**config.mk**
```make
export PLATFORM = sky130hd
export DESIGN_NAME = sata_port_scr_index_access
export DESIGN_NICKNAME = d
export VERILOG_FILES = /design/src/sata_scr_pkg.sv /design/src/sync_2ff.sv /design/src/fault_flags.sv /design/src/sata_port_scr_index_access.sv
export SDC_FILE = /design/constraint.sdc
export NUM_CORES = 1
export LEC_CHECK = 0
export BUFFER_PORTS_ARGS = -buffer_cell sky130_fd_sc_hd__buf_2
export CORE_MARGIN = 4
export CORE_UTILIZATION = 45
export CTS_CLUSTER_SIZE = 30
export DETAILED_ROUTE_END_ITERATION = 16
export PLACE_DENSITY_LB_ADDON = 0.05
export SYNTH_ARGS = -nofsm -noshare
export SYNTH_HDL_FRONTEND = slang
export SYNTH_SLANG_ARGS = --single-unit
```
**constraint.sdc**
```tcl
create_clock -name mclk -period 3.1 [get_ports mclk]
set_input_delay 0.155 -clock mclk [delete_from_list [all_inputs] [get_ports mclk]]
set_output_delay 0.155 -clock mclk [all_outputs]
set_load 0.1 [all_outputs]
```
**src/sata_scr_pkg.sv**
```systemverilog
// Constants, field layouts and carrier types for the indexed link register set
package sata_scr_pkg;
	localparam int NPORTS = 2;
	// I/O offsets, byte addresses within each window
	localparam logic [3:0] OFF_INDEX = 4'h0;
	localparam logic [3:0] OFF_WINDOW = 4'h4;
	localparam logic [3:0] OFF_RSVD_FIRST = 4'h8;
	localparam logic [3:0] OFF_DESC_PTR = 4'h4;
	localparam logic [7:0] SUBCLASS_IDE = 8'h01;
	// Index register fields and codes
	localparam int PSEL_LSB = 8;
	localparam int RSEL_LSB = 0;
	localparam logic [7:0] PSEL_PORT0 = 8'h00;
	localparam logic [7:0] PSEL_PORT1 = 8'h02;
	localparam logic [7:0] RSEL_STATUS = 8'h00;
	localparam logic [7:0] RSEL_CONTROL = 8'h01;
	localparam logic [7:0] RSEL_FAULT = 8'h02;
	localparam logic [31:0] INDEX_RW_MASK = 32'h0000ffff;
	// Reset values
	localparam logic [31:0] INDEX_RESET = 32'h00000000;
	localparam logic [31:0] STATUS_RESET = 32'h00000000;
	localparam logic [31:0] CTRL_RESET = 32'h00000004;
	localparam logic [31:0] FAULT_RESET = 32'h00000000;
	localparam logic [31:0] DESC_PTR_RESET = 32'h00000000;
	localparam logic [31:0] DESC_PTR_MASK = 32'hfffffffc;
	// Status fields
	localparam int STS_DET_LSB = 0;
	localparam int STS_SPD_LSB = 4;
	localparam int STS_IPM_LSB = 8;
	localparam logic [3:0] DET_NONE = 4'h0;
	localparam logic [3:0] DET_PRESENT = 4'h1;
	localparam logic [3:0] DET_ONLINE = 4'h3;
	localparam logic [3:0] DET_OFFLINE = 4'h4;
	// Control fields
	localparam int CTL_INIT_LSB = 0;
	localparam int CTL_SPEED_LSB = 4;
	localparam int CTL_PM_LSB = 8;
	localparam int PM_PARTIAL_BIT = 0;
	localparam int PM_SLUMBER_BIT = 1;
	localparam logic [31:0] CTL_RW_MASK = 32'h00000fff;
	localparam logic [3:0] INIT_NONE = 4'h0;
	localparam logic [3:0] INIT_COMRESET = 4'h1;
	localparam logic [3:0] INIT_OFFLINE = 4'h4;
	// Fault register bit positions
	localparam int FLT_RECOV_DATA = 0;
	localparam int FLT_RECOV_COMM = 1;
	localparam int FLT_TRANSIENT = 8;
	localparam int FLT_PERSIST = 9;
	localparam int FLT_PROTOCOL = 10;
	localparam int FLT_INTERNAL = 11;
	localparam int FLT_PHY_READY_SIGNAL_CHG = 16;
	localparam int FLT_PHY_INT = 17;
	localparam int FLT_WAKE = 18;
	localparam int FLT_DECODE = 19;
	localparam int FLT_CRC = 21;
	localparam int FLT_HANDSHAKE = 22;
	localparam int FLT_LINK_SEQ = 23;
	localparam int FLT_TRANSPORT = 24;
	localparam int FLT_UNK_FRAME = 25;
	localparam int FLT_COMINIT = 26;
	localparam logic [31:0] FLT_STOP_MASK = 32'h00000f00;

	typedef struct packed {
		logic pair_cs;
		logic bm_cs;
		logic wr;
		logic rd;
		logic [3:0] addr;
		logic [3:0] be;
		logic [31:0] wdata;
	} io_req_s;

	typedef struct packed {
		logic present;
		logic phy_ready_signal;
		logic [3:0] power_state_field;
		logic [3:0] link_rate_field;
		logic cominit;
		logic unk_frame;
		logic transport;
		logic link_seq;
		logic handshake;
		logic crc;
		logic decode;
		logic wake;
		logic phy_int;
	} link_in_s;

	typedef struct packed {
		logic internal;
		logic protocol;
		logic persist;
		logic transient;
		logic recov_comm;
		logic recov_data;
	} sys_err_s;

	typedef struct packed {
		logic link_reset;
		logic phy_offline;
		logic [3:0] speed_cap;
		logic partial_block;
		logic slumber_block;
		logic stop_xfer;
		logic port_change_irq_status;
		logic phy_ready_change_irq_status;
	} port_out_s;
endpackage

```
**src/sync_2ff.sv**
```systemverilog
// Two-flop synchroniser for a vector of link-side levels
module sync_2ff #(
	parameter int W = 1
) (
	input wire logic mclk,
	input wire logic rst_n,
	input wire logic [W-1:0] d,
	output logic [W-1:0] q
);
	logic [W-1:0] meta;
	logic [W-1:0] next_meta;
	logic [W-1:0] next_q;

	always_comb begin
		next_meta = d;
		next_q = meta;
	end

	always_ff @(posedge mclk) begin
		if (!rst_n) begin
			meta <= '0;
			q <= '0;
		end else begin
			meta <= next_meta;
			q <= next_q;
		end
	end
endmodule // sync_2ff

```
**src/fault_flags.sv**
```systemverilog
// Write-one-to-clear fault flags of one port, set wins over clear
module fault_flags (
	input wire logic mclk,
	input wire logic rst_n,
	input wire logic [31:0] set,
	input wire logic [31:0] clr,
	output logic [31:0] flags
);
	import sata_scr_pkg::*;
	logic [31:0] next_flags;

	always_comb begin
		next_flags = (flags & ~clr) | set;
	end

	always_ff @(posedge mclk) begin
		if (!rst_n) begin
			flags <= FAULT_RESET;
		end else begin
			flags <= next_flags;
		end
	end

	property p_w1c;
		@(posedge mclk) disable iff (!rst_n)
		(|clr) |=> ((flags & $past(clr) & ~$past(set)) == 32'h0);
	endproperty
	a_w1c: assert property (p_w1c) else $error("flag survived a clear");

	property p_set_wins;
		@(posedge mclk) disable iff (!rst_n)
		(|set) |=> ((flags & $past(set)) == $past(set));
	endproperty
	a_set_wins: assert property (p_set_wins) else $error("event lost");
endmodule // fault_flags

```
**src/sata_port_scr_index_access.sv**
```systemverilog
// Indexed link status, control and fault registers with descriptor pointer
// Notes on behaviour
// - Status follows live link state and reads zero while link reset is driven.
// - Power state field: 0 none, 1 active, 2 partial, 6 slumber.
// - Rate field: 0 no link, 1 first generation, 2 second generation.
// - Presence field: 0 none, 1 device no link, 3 linked, 4 offline.
// - Control bits 11:0 read back last write, bits 31:12 read zero; resets to 00000004h.
// - Control bits 9:8 block partial and/or slumber entry; bits 11:10 block nothing.
// - Control bits 7:4 cap negotiated rate.
// - Init code 1 drives link reset and keeps reading 1 until rewritten.
// - Init code 4 takes the phy offline; code 0 requests nothing.
// - Fault flags clear by writing one; zero leaves them alone.
// - Any phy-ready edge sets its flag, mirrored as interrupt status.
// - Diagnostic flags latch the listed link events, COMINIT mirrored too.
// - Any fault bit 11:8 set stops the current transfer.
// - Error bits 11,10,9,8,1,0 flag the listed system and link errors.
// - Index pair visible only with subclass 01h and not combined mode.
// - Offsets 08h to 0Fh read zero and ignore writes.
// - Port select 00h is port 0, 02h is port 1.
// - Register select 00h status, 01h control, 02h faults.
// - Data window accesses the selected register; it stores nothing.
module sata_port_scr_index_access (
	input wire logic mclk,
	input wire logic rst_n,
	input sata_scr_pkg::io_req_s io,
	input wire logic [7:0] subclass_code,
	input wire logic combined_mode,
	input wire logic [sata_scr_pkg::NPORTS-1:0] port_run_bit,
	input sata_scr_pkg::link_in_s link_in [sata_scr_pkg::NPORTS],
	input sata_scr_pkg::sys_err_s sys_err [sata_scr_pkg::NPORTS],
	output logic [31:0] io_rdata,
	output logic io_rvalid,
	output logic [31:0] descriptor_pointer,
	output sata_scr_pkg::port_out_s port_out [sata_scr_pkg::NPORTS]
);
	import sata_scr_pkg::*;

	function automatic logic [31:0] lane_mask(input logic [3:0] be);
		lane_mask = {{8{be[3]}}, {8{be[2]}}, {8{be[1]}}, {8{be[0]}}};
	endfunction

	function automatic logic [31:0] merge(input logic [31:0] old, input logic [31:0] nw,
		input logic [3:0] be);
		merge = (old & ~lane_mask(be)) | (nw & lane_mask(be));
	endfunction

	logic visible;
	logic pair_wr;
	logic pair_rd;
	logic at_index;
	logic at_window;
	logic at_rsvd;
	logic sel_ok;
	logic win_wr;
	logic [7:0] port_select;
	logic [7:0] register_select;
	logic [NPORTS-1:0] hit_port;
	logic [31:0] index_q;
	logic [31:0] next_index;
	logic [31:0] desc_q;
	logic [31:0] next_desc;
	logic [31:0] rdata_q;
	logic [31:0] next_rdata;
	logic rvalid_q;
	logic next_rvalid;
	logic [31:0] status_q [NPORTS];
	logic [31:0] control_q [NPORTS];
	logic [31:0] faults_q [NPORTS];
	port_out_s out_q [NPORTS];

	// Decode of the index pair window
	always_comb begin
		visible = (subclass_code == SUBCLASS_IDE) && !combined_mode;
		pair_wr = io.pair_cs && io.wr && visible;
		pair_rd = io.pair_cs && io.rd && visible;
		at_rsvd = (io.addr >= OFF_RSVD_FIRST);
		at_index = !at_rsvd && (io.addr[3:2] == OFF_INDEX[3:2]);
		at_window = !at_rsvd && (io.addr[3:2] == OFF_WINDOW[3:2]);
		port_select = index_q[PSEL_LSB +: 8];
		register_select = index_q[RSEL_LSB +: 8];
		hit_port = '0;
		hit_port[0] = (port_select == PSEL_PORT0);
		hit_port[1] = (port_select == PSEL_PORT1);
		sel_ok = (|hit_port) && (register_select <= RSEL_FAULT);
		win_wr = pair_wr && at_window && sel_ok;
	end

	// Index, descriptor pointer and read path
	always_comb begin
		next_index = index_q;
		next_desc = desc_q;
		next_rdata = rdata_q;
		next_rvalid = io.rd && (io.pair_cs || io.bm_cs);
		if (pair_wr && at_index) begin
			next_index = merge(index_q, io.wdata, io.be) & INDEX_RW_MASK;
		end
		if (io.bm_cs && io.wr && (io.addr[3:2] == OFF_DESC_PTR[3:2])) begin
			next_desc = merge(desc_q, io.wdata, io.be) & DESC_PTR_MASK;
		end
		if (io.rd) begin
			next_rdata = 32'h0;
			if (pair_rd && at_index) begin
				next_rdata = index_q;
			end else if (pair_rd && at_window && sel_ok) begin
				case (register_select)
					RSEL_STATUS: next_rdata = status_q[hit_port[1]];
					RSEL_CONTROL: next_rdata = control_q[hit_port[1]];
					RSEL_FAULT: next_rdata = faults_q[hit_port[1]];
					default: next_rdata = 32'h0;
				endcase
			end else if (io.bm_cs && (io.addr[3:2] == OFF_DESC_PTR[3:2])) begin
				next_rdata = desc_q;
			end
		end
	end

	always_ff @(posedge mclk) begin
		if (!rst_n) begin
			index_q <= INDEX_RESET;
			desc_q <= DESC_PTR_RESET;
			rdata_q <= 32'h0;
			rvalid_q <= 1'b0;
		end else begin
			index_q <= next_index;
			desc_q <= next_desc;
			rdata_q <= next_rdata;
			rvalid_q <= next_rvalid;
		end
	end

	assign io_rdata = rdata_q;
	assign io_rvalid = rvalid_q;
	assign descriptor_pointer = desc_q;

	genvar p;
	generate
		for (p = 0; p < NPORTS; p++) begin : g_port
			link_in_s lsync;
			link_in_s prev_q;
			logic [31:0] next_status;
			logic [31:0] next_control;
			port_out_s next_out;
			logic [31:0] fset;
			logic [31:0] fclr;
			logic [3:0] det;
			logic [3:0] init;

			sync_2ff #(.W($bits(link_in_s))) u_sync (
				.mclk(mclk),
				.rst_n(rst_n),
				.d(link_in[p]),
				.q(lsync)
			);

			fault_flags u_faults (
				.mclk(mclk),
				.rst_n(rst_n),
				.set(fset),
				.clr(fclr),
				.flags(faults_q[p])
			);

			always_comb begin
				det = DET_NONE;
				init = control_q[p][CTL_INIT_LSB +: 4];
				if (lsync.present) begin
					det = lsync.phy_ready_signal ? DET_ONLINE : DET_PRESENT;
				end
				next_status = STATUS_RESET;
				case (init)
					INIT_COMRESET: next_status = STATUS_RESET;
					INIT_OFFLINE: next_status[STS_DET_LSB +: 4] = DET_OFFLINE;
					default: begin
						next_status[STS_DET_LSB +: 4] = det;
						if (det == DET_ONLINE) begin
							// Multi-bit codes can skew through the per-bit synchroniser; take them once steady
							next_status[STS_IPM_LSB +: 4] = status_q[p][STS_IPM_LSB +: 4];
							next_status[STS_SPD_LSB +: 4] = status_q[p][STS_SPD_LSB +: 4];
							if ((lsync.power_state_field == prev_q.power_state_field) &&
								(lsync.link_rate_field == prev_q.link_rate_field)) begin
								next_status[STS_IPM_LSB +: 4] = lsync.power_state_field;
								next_status[STS_SPD_LSB +: 4] = lsync.link_rate_field;
							end
						end
					end
				endcase
				next_control = control_q[p];
				if (win_wr && hit_port[p] && (register_select == RSEL_CONTROL)) begin
					next_control = merge(control_q[p], io.wdata, io.be) & CTL_RW_MASK;
				end
				next_out.link_reset = (init == INIT_COMRESET);
				next_out.phy_offline = (init == INIT_OFFLINE);
				next_out.speed_cap = control_q[p][CTL_SPEED_LSB +: 4];
				next_out.partial_block = control_q[p][CTL_PM_LSB + PM_PARTIAL_BIT];
				next_out.slumber_block = control_q[p][CTL_PM_LSB + PM_SLUMBER_BIT];
				next_out.stop_xfer = |(faults_q[p] & FLT_STOP_MASK);
				next_out.port_change_irq_status = faults_q[p][FLT_COMINIT];
				next_out.phy_ready_change_irq_status = faults_q[p][FLT_PHY_READY_SIGNAL_CHG];
				fset = 32'h0;
				fset[FLT_PHY_READY_SIGNAL_CHG] = lsync.phy_ready_signal ^ prev_q.phy_ready_signal;
				fset[FLT_COMINIT] = lsync.cominit & ~prev_q.cominit;
				fset[FLT_UNK_FRAME] = lsync.unk_frame & ~prev_q.unk_frame;
				fset[FLT_TRANSPORT] = lsync.transport & ~prev_q.transport;
				fset[FLT_LINK_SEQ] = lsync.link_seq & ~prev_q.link_seq;
				fset[FLT_HANDSHAKE] = lsync.handshake & ~prev_q.handshake;
				fset[FLT_CRC] = lsync.crc & ~prev_q.crc;
				fset[FLT_DECODE] = lsync.decode & ~prev_q.decode;
				fset[FLT_WAKE] = lsync.wake & ~prev_q.wake;
				fset[FLT_PHY_INT] = lsync.phy_int & ~prev_q.phy_int;
				fset[FLT_INTERNAL] = sys_err[p].internal;
				fset[FLT_PROTOCOL] = sys_err[p].protocol;
				fset[FLT_PERSIST] = sys_err[p].persist;
				fset[FLT_TRANSIENT] = sys_err[p].transient;
				fset[FLT_RECOV_COMM] = sys_err[p].recov_comm;
				fset[FLT_RECOV_DATA] = sys_err[p].recov_data;
				fclr = 32'h0;
				if (win_wr && hit_port[p] && (register_select == RSEL_FAULT)) begin
					fclr = io.wdata & lane_mask(io.be);
				end
			end

			always_ff @(posedge mclk) begin
				if (!rst_n) begin
					status_q[p] <= STATUS_RESET;
					control_q[p] <= CTRL_RESET;
					out_q[p] <= '0;
					prev_q <= '0;
				end else begin
					status_q[p] <= next_status;
					control_q[p] <= next_control;
					out_q[p] <= next_out;
					prev_q <= lsync;
				end
			end

			assign port_out[p] = out_q[p];

			property p_comreset_zero;
				@(posedge mclk) disable iff (!rst_n)
				(control_q[p][CTL_INIT_LSB +: 4] == INIT_COMRESET) |=>
					(status_q[p] == 32'h0) && out_q[p].link_reset;
			endproperty
			a_comreset_zero: assert property (p_comreset_zero) else $error("reset status");

			property p_offline;
				@(posedge mclk) disable iff (!rst_n)
				(control_q[p][CTL_INIT_LSB +: 4] == INIT_OFFLINE) |=>
					(status_q[p] == {28'h0, DET_OFFLINE}) && out_q[p].phy_offline;
			endproperty
			a_offline: assert property (p_offline) else $error("offline missing");

			property p_ctrl_reset;
				@(posedge mclk) disable iff (!rst_n)
				$rose(rst_n) |-> (control_q[p] == CTRL_RESET);
			endproperty
			a_ctrl_reset: assert property (p_ctrl_reset) else $error("control reset");

			property p_phy_ready_signal_edge;
				@(posedge mclk) disable iff (!rst_n)
				(lsync.phy_ready_signal != prev_q.phy_ready_signal) |=>
					faults_q[p][FLT_PHY_READY_SIGNAL_CHG] ##1 out_q[p].phy_ready_change_irq_status;
			endproperty
			a_phy_ready_signal_edge: assert property (p_phy_ready_signal_edge) else $error("phy edge lost");

			property p_stop;
				@(posedge mclk) disable iff (!rst_n)
				(|(faults_q[p] & FLT_STOP_MASK)) |=> out_q[p].stop_xfer;
			endproperty
			a_stop: assert property (p_stop) else $error("transfer not stopped");

			property p_speed_cap;
				@(posedge mclk) disable iff (!rst_n)
				1'b1 |=> (out_q[p].speed_cap == $past(control_q[p][CTL_SPEED_LSB +: 4]));
			endproperty
			a_speed_cap: assert property (p_speed_cap) else $error("speed cap");
		end
	endgenerate

	property p_rsvd_zero;
		@(posedge mclk) disable iff (!rst_n)
		(io.rd && io.pair_cs && (io.addr >= OFF_RSVD_FIRST)) |=> io_rvalid && (io_rdata == 32'h0);
	endproperty
	a_rsvd_zero: assert property (p_rsvd_zero) else $error("reserved read");

	property p_hidden;
		@(posedge mclk) disable iff (!rst_n)
		(io.rd && io.pair_cs && !io.bm_cs && !visible) |=> (io_rdata == 32'h0);
	endproperty
	a_hidden: assert property (p_hidden) else $error("hidden pair read");

	property p_bad_index;
		@(posedge mclk) disable iff (!rst_n)
		(io.rd && io.pair_cs && !io.bm_cs && at_window && !sel_ok) |=> (io_rdata == 32'h0);
	endproperty
	a_bad_index: assert property (p_bad_index) else $error("reserved index");

	property p_ctrl_window;
		@(posedge mclk) disable iff (!rst_n)
		(win_wr && hit_port[0] && (register_select == RSEL_CONTROL) && (io.be == 4'hf)) |=>
			(control_q[0] == ($past(io.wdata) & CTL_RW_MASK));
	endproperty
	a_ctrl_window: assert property (p_ctrl_window) else $error("window write");
endmodule // sata_port_scr_index_access

```
==> impl_metrics.csv <==
group,metric,value,unit
floorplanning,starting_density_of_the_core,0.461,
floorplanning,design.portCount,194,
setup_path,end_kind,"flop",
grt,track_usage,0.206,
cts,clock_tree.buffer_depth,3,
cts,clock_sinks,322,
yosys,synth_largest_type_area_fraction,0.506,
cts,number_of_setup_buffers_added_after_cts,0,
setup_path,cp_data_arrival_time,3370,ps
job,max_cap_violations,0,
setup_path,timing.critical_path.required,3490,ps
timing,period_minus_slack,2980,ps
timing,final_max_slew_viol_count,0,
cts,clock_tree.htree_level_count,2,
drt,detailedRoute.firstPassIterationCount,5,
drt,antenna_violating_nets_post_route,0,
grt,grt_pass1_wl,49000,um
yosys,synth_top_cells_by_area,"dfxtp_1, and2_1, mux2i_1",
floorplanning,die-height,172,um
power,post-layout-total-power,0.00914,W
power,p_per_area,591,nW/um^2
floorplanning,placement_rows,59,
yosys,post-synth-top-area-cell,"dfxtp_1",
cells_and_area,layout.cells.non_filler,1857,
timing,unrepaired_setup_endpoints_after_global_routing,"false",
cts,worstSkewPairLatency,510,ps
hold_path,min-delay-path-class,"primary input to flop",
placement,place_area,13400,sq um
grt,gr-total-overflow,0,
setup_path,worst-setup-path-type,"flop to flop",
drt,routed-via-count,9452,
grt,grt_max_degree,81,
floorplanning,chipWidth,172,um
yosys,ys_seq_area_frac,0.545,
cells_and_area,final_layout_size_suffix_gt1_frac,0.199,
cells_and_area,area_growth_syn_to_layout,27.6,%
yosys,synthesis.area_per_instance,9.86,sq um
grt,vias_in_the_first_global_route,9017,
setup_path,critPathMaxFanout,8,
setup_path,worstSetupStartpointType,"flop",
grt,antenna_found_initial,3,
power,ir_worst_vdd,0.000394,V
drt,drt_iter0_drc,688,
yosys,yosys_warnings,0,
cts,root_buffer_selected_by_cts,"clkbuf_16",
drt,wl,31200,um
cells_and_area,finalNetCount,1601,
yosys,synth-edff-count,16,
timing,finalCritPeriodShare,0.960,
drt,drt_drc_violations_left,0,
hold_path,min_from,"rst_n",
timing,fin_worst_skew,13.2,ps
timing,max_freq,0.336,GHz
placement,routabilityCongestion,0.850,
yosys,post_synth_instance_area,12100,sq um
floorplanning,floorplan.die_area,29600,sq um
drt,post_drt_via_cell_ratio,5.09,
cts,tritoncts_clock_tree,"yes",
yosys,synth-async-reset-ratio,0,
timing,finalSetupViolations,0,
placement,dp.final_hpwl,20800,um
cells_and_area,final_cell_area,15500,sq um
timing,hold_violations_final,0,
status,outcome,"completed",
timing,max_slew.worst_pin.slew,994,ps
timing,fin_tns_setup,0,ps
yosys,yosysUniqueCellTypes,58,
yosys,synthesis.instances,1229,
cts,cts.clk_slew.worst_paths,60,ps
timing,slew_headroom,0.335,
placement,number_of_buffers_added_on_ports,187,
floorplanning,core_area,26300,sq um
yosys,postSynth.topFlopCell,"dfxtp_1",
power,power.leakage,6.80,nW
cts,clock_buffers_created_by_tritoncts,35,
placement,dp_cell_count,1700,
yosys,synth-seq-cells,322,
drt,wl_per_cell,16.8,um
[worst paths after layout]
kind / endpoint / slack [ps] / cells past startpoint
worst max-delay path: g_port[0].u_faults.flags[11]$_SDFF_PN0_ / 120 / 6
worst min-delay path: status_q[1][0]$_DFF_P_ / 40 / 3
worst max register to register: g_port[0].u_faults.flags[11]$_SDFF_PN0_ / 120 / 6
worst min register to register: g_port[1].u_sync.q[17]$_SDFF_PN0_ / 430 / 1
[stage by stage]
stage / hold WS (ps) / setup WS [ps] / util
after floorplan: 242 / 986 / -
after global placement: 362 / 613 / 0.508
after detailed placement: 363 / 565 / 0.508
after CTS: 15.2 / 106 / 0.588
after global routing: 57.6 / 20.4 / 0.588
final: 40.8 / 124 / 0.588
[where the power goes]
| part | switching (W) | internal, W |
|---|---|---|
| sequential | 0.0000479 | 0.00427 |
| combinational | 0.000392 | 0.000245 |
| clock | 0.00166 | 0.00252 |
[worst max-delay path: stages, from the launching register on]
cell and delay [ps]:
dfxtp_1 360, nor4_4 430, nand4_2 200, or4_4 650, nor3_4 470, a31oi_1 150
dlygate4sd3_1 590
[layout make-up]
| type | instances | area, sq um |
|---|---|---|
| diodes | 2 | 5.00 |
| flip-flops and latches | 322 | 6610 |
| fillers | 2307 | 10800 |
| clock buffers | 50 | 1040 |
| inverters | 29 | 109 |
| clock inverters | 13 | 136 |
| well taps | 335 | 419 |
| multi-input cells | 804 | 5110 |
| repair buffers | 302 | 2040 |
[layer usage]
metal	part of all wire	vias up	GRT usage
met1	0.48	4378	0.294
met3	0.054	45	0.0364
li1	-	4770	-
met5	0.00022	-	0
met2	0.45	257	0.327
met4	0.016	2	0.0513
[layout by cell type (no fill, tap or decap), drive strengths merged, types with 3 or more instances in the layout]
cell type	count
mux2i	64
or4	3
a211oi	10
nor2b	55
xor2	20
mux2	9
and3	8
o21ai	86
nand2	147
o22ai	10
a21oi	75
a32oi	16
clkinv	10
inv	29
nor3	5
nor4	10
nor3b	6
a21boi	34
edfxtp	16
and2	134
dlygate4sd3	92
buf	210
dfxtp	306
nand4	24
or3	4
nand3	19
a31oi	13
clkbuf	50
nand2b	3
nor2	16
a221oi	13
[Yosys cell counts (3+ instances only)]
cell and count:
nand3_1 17, and2_1 134, o21ai_1 5, mux2_2 9, o21ai_0 81, xor2_1 20
buf_2 9, nor2_2 3, a211oi_1 10, o22ai_1 10, mux2i_1 64, a32oi_1 16
a21boi_0 34, dfxtp_1 306, clkbuf_1 55, edfxtp_1 16, buf_1 7, a221oi_1 13
a31oi_1 13, nor3_4 3, nand2_1 147, nand2b_1 3, nand4_1 20, nor2b_1 55
or3_1 4, nor2_1 13, nor4_1 4, and3_1 8, inv_1 28, nor4_4 5
nor3b_1 6, a21oi_1 75, buf_4 3
[cell families after synthesis]
kind of cell           synth area share
AND/OR/NAND/NOR                   0.210
flip-flops                        0.545
AO/OA/AOI/OAI                     0.135
buffers and inverters            0.0347
multiplexers                     0.0612
XOR/XNOR                         0.0145
other                          0.000309
[what timing repair did]
| action | 4_1_cts | 5_1_grt |
|---|---|---|
| resized for setup | 0 | 1 |
| endpoints found under the setup margin | 0 | 6 |
| endpoints found under the hold margin | 159 | 0 |
| hold buffers | 92 | 0 |
(Power assumes the default switching activity.)
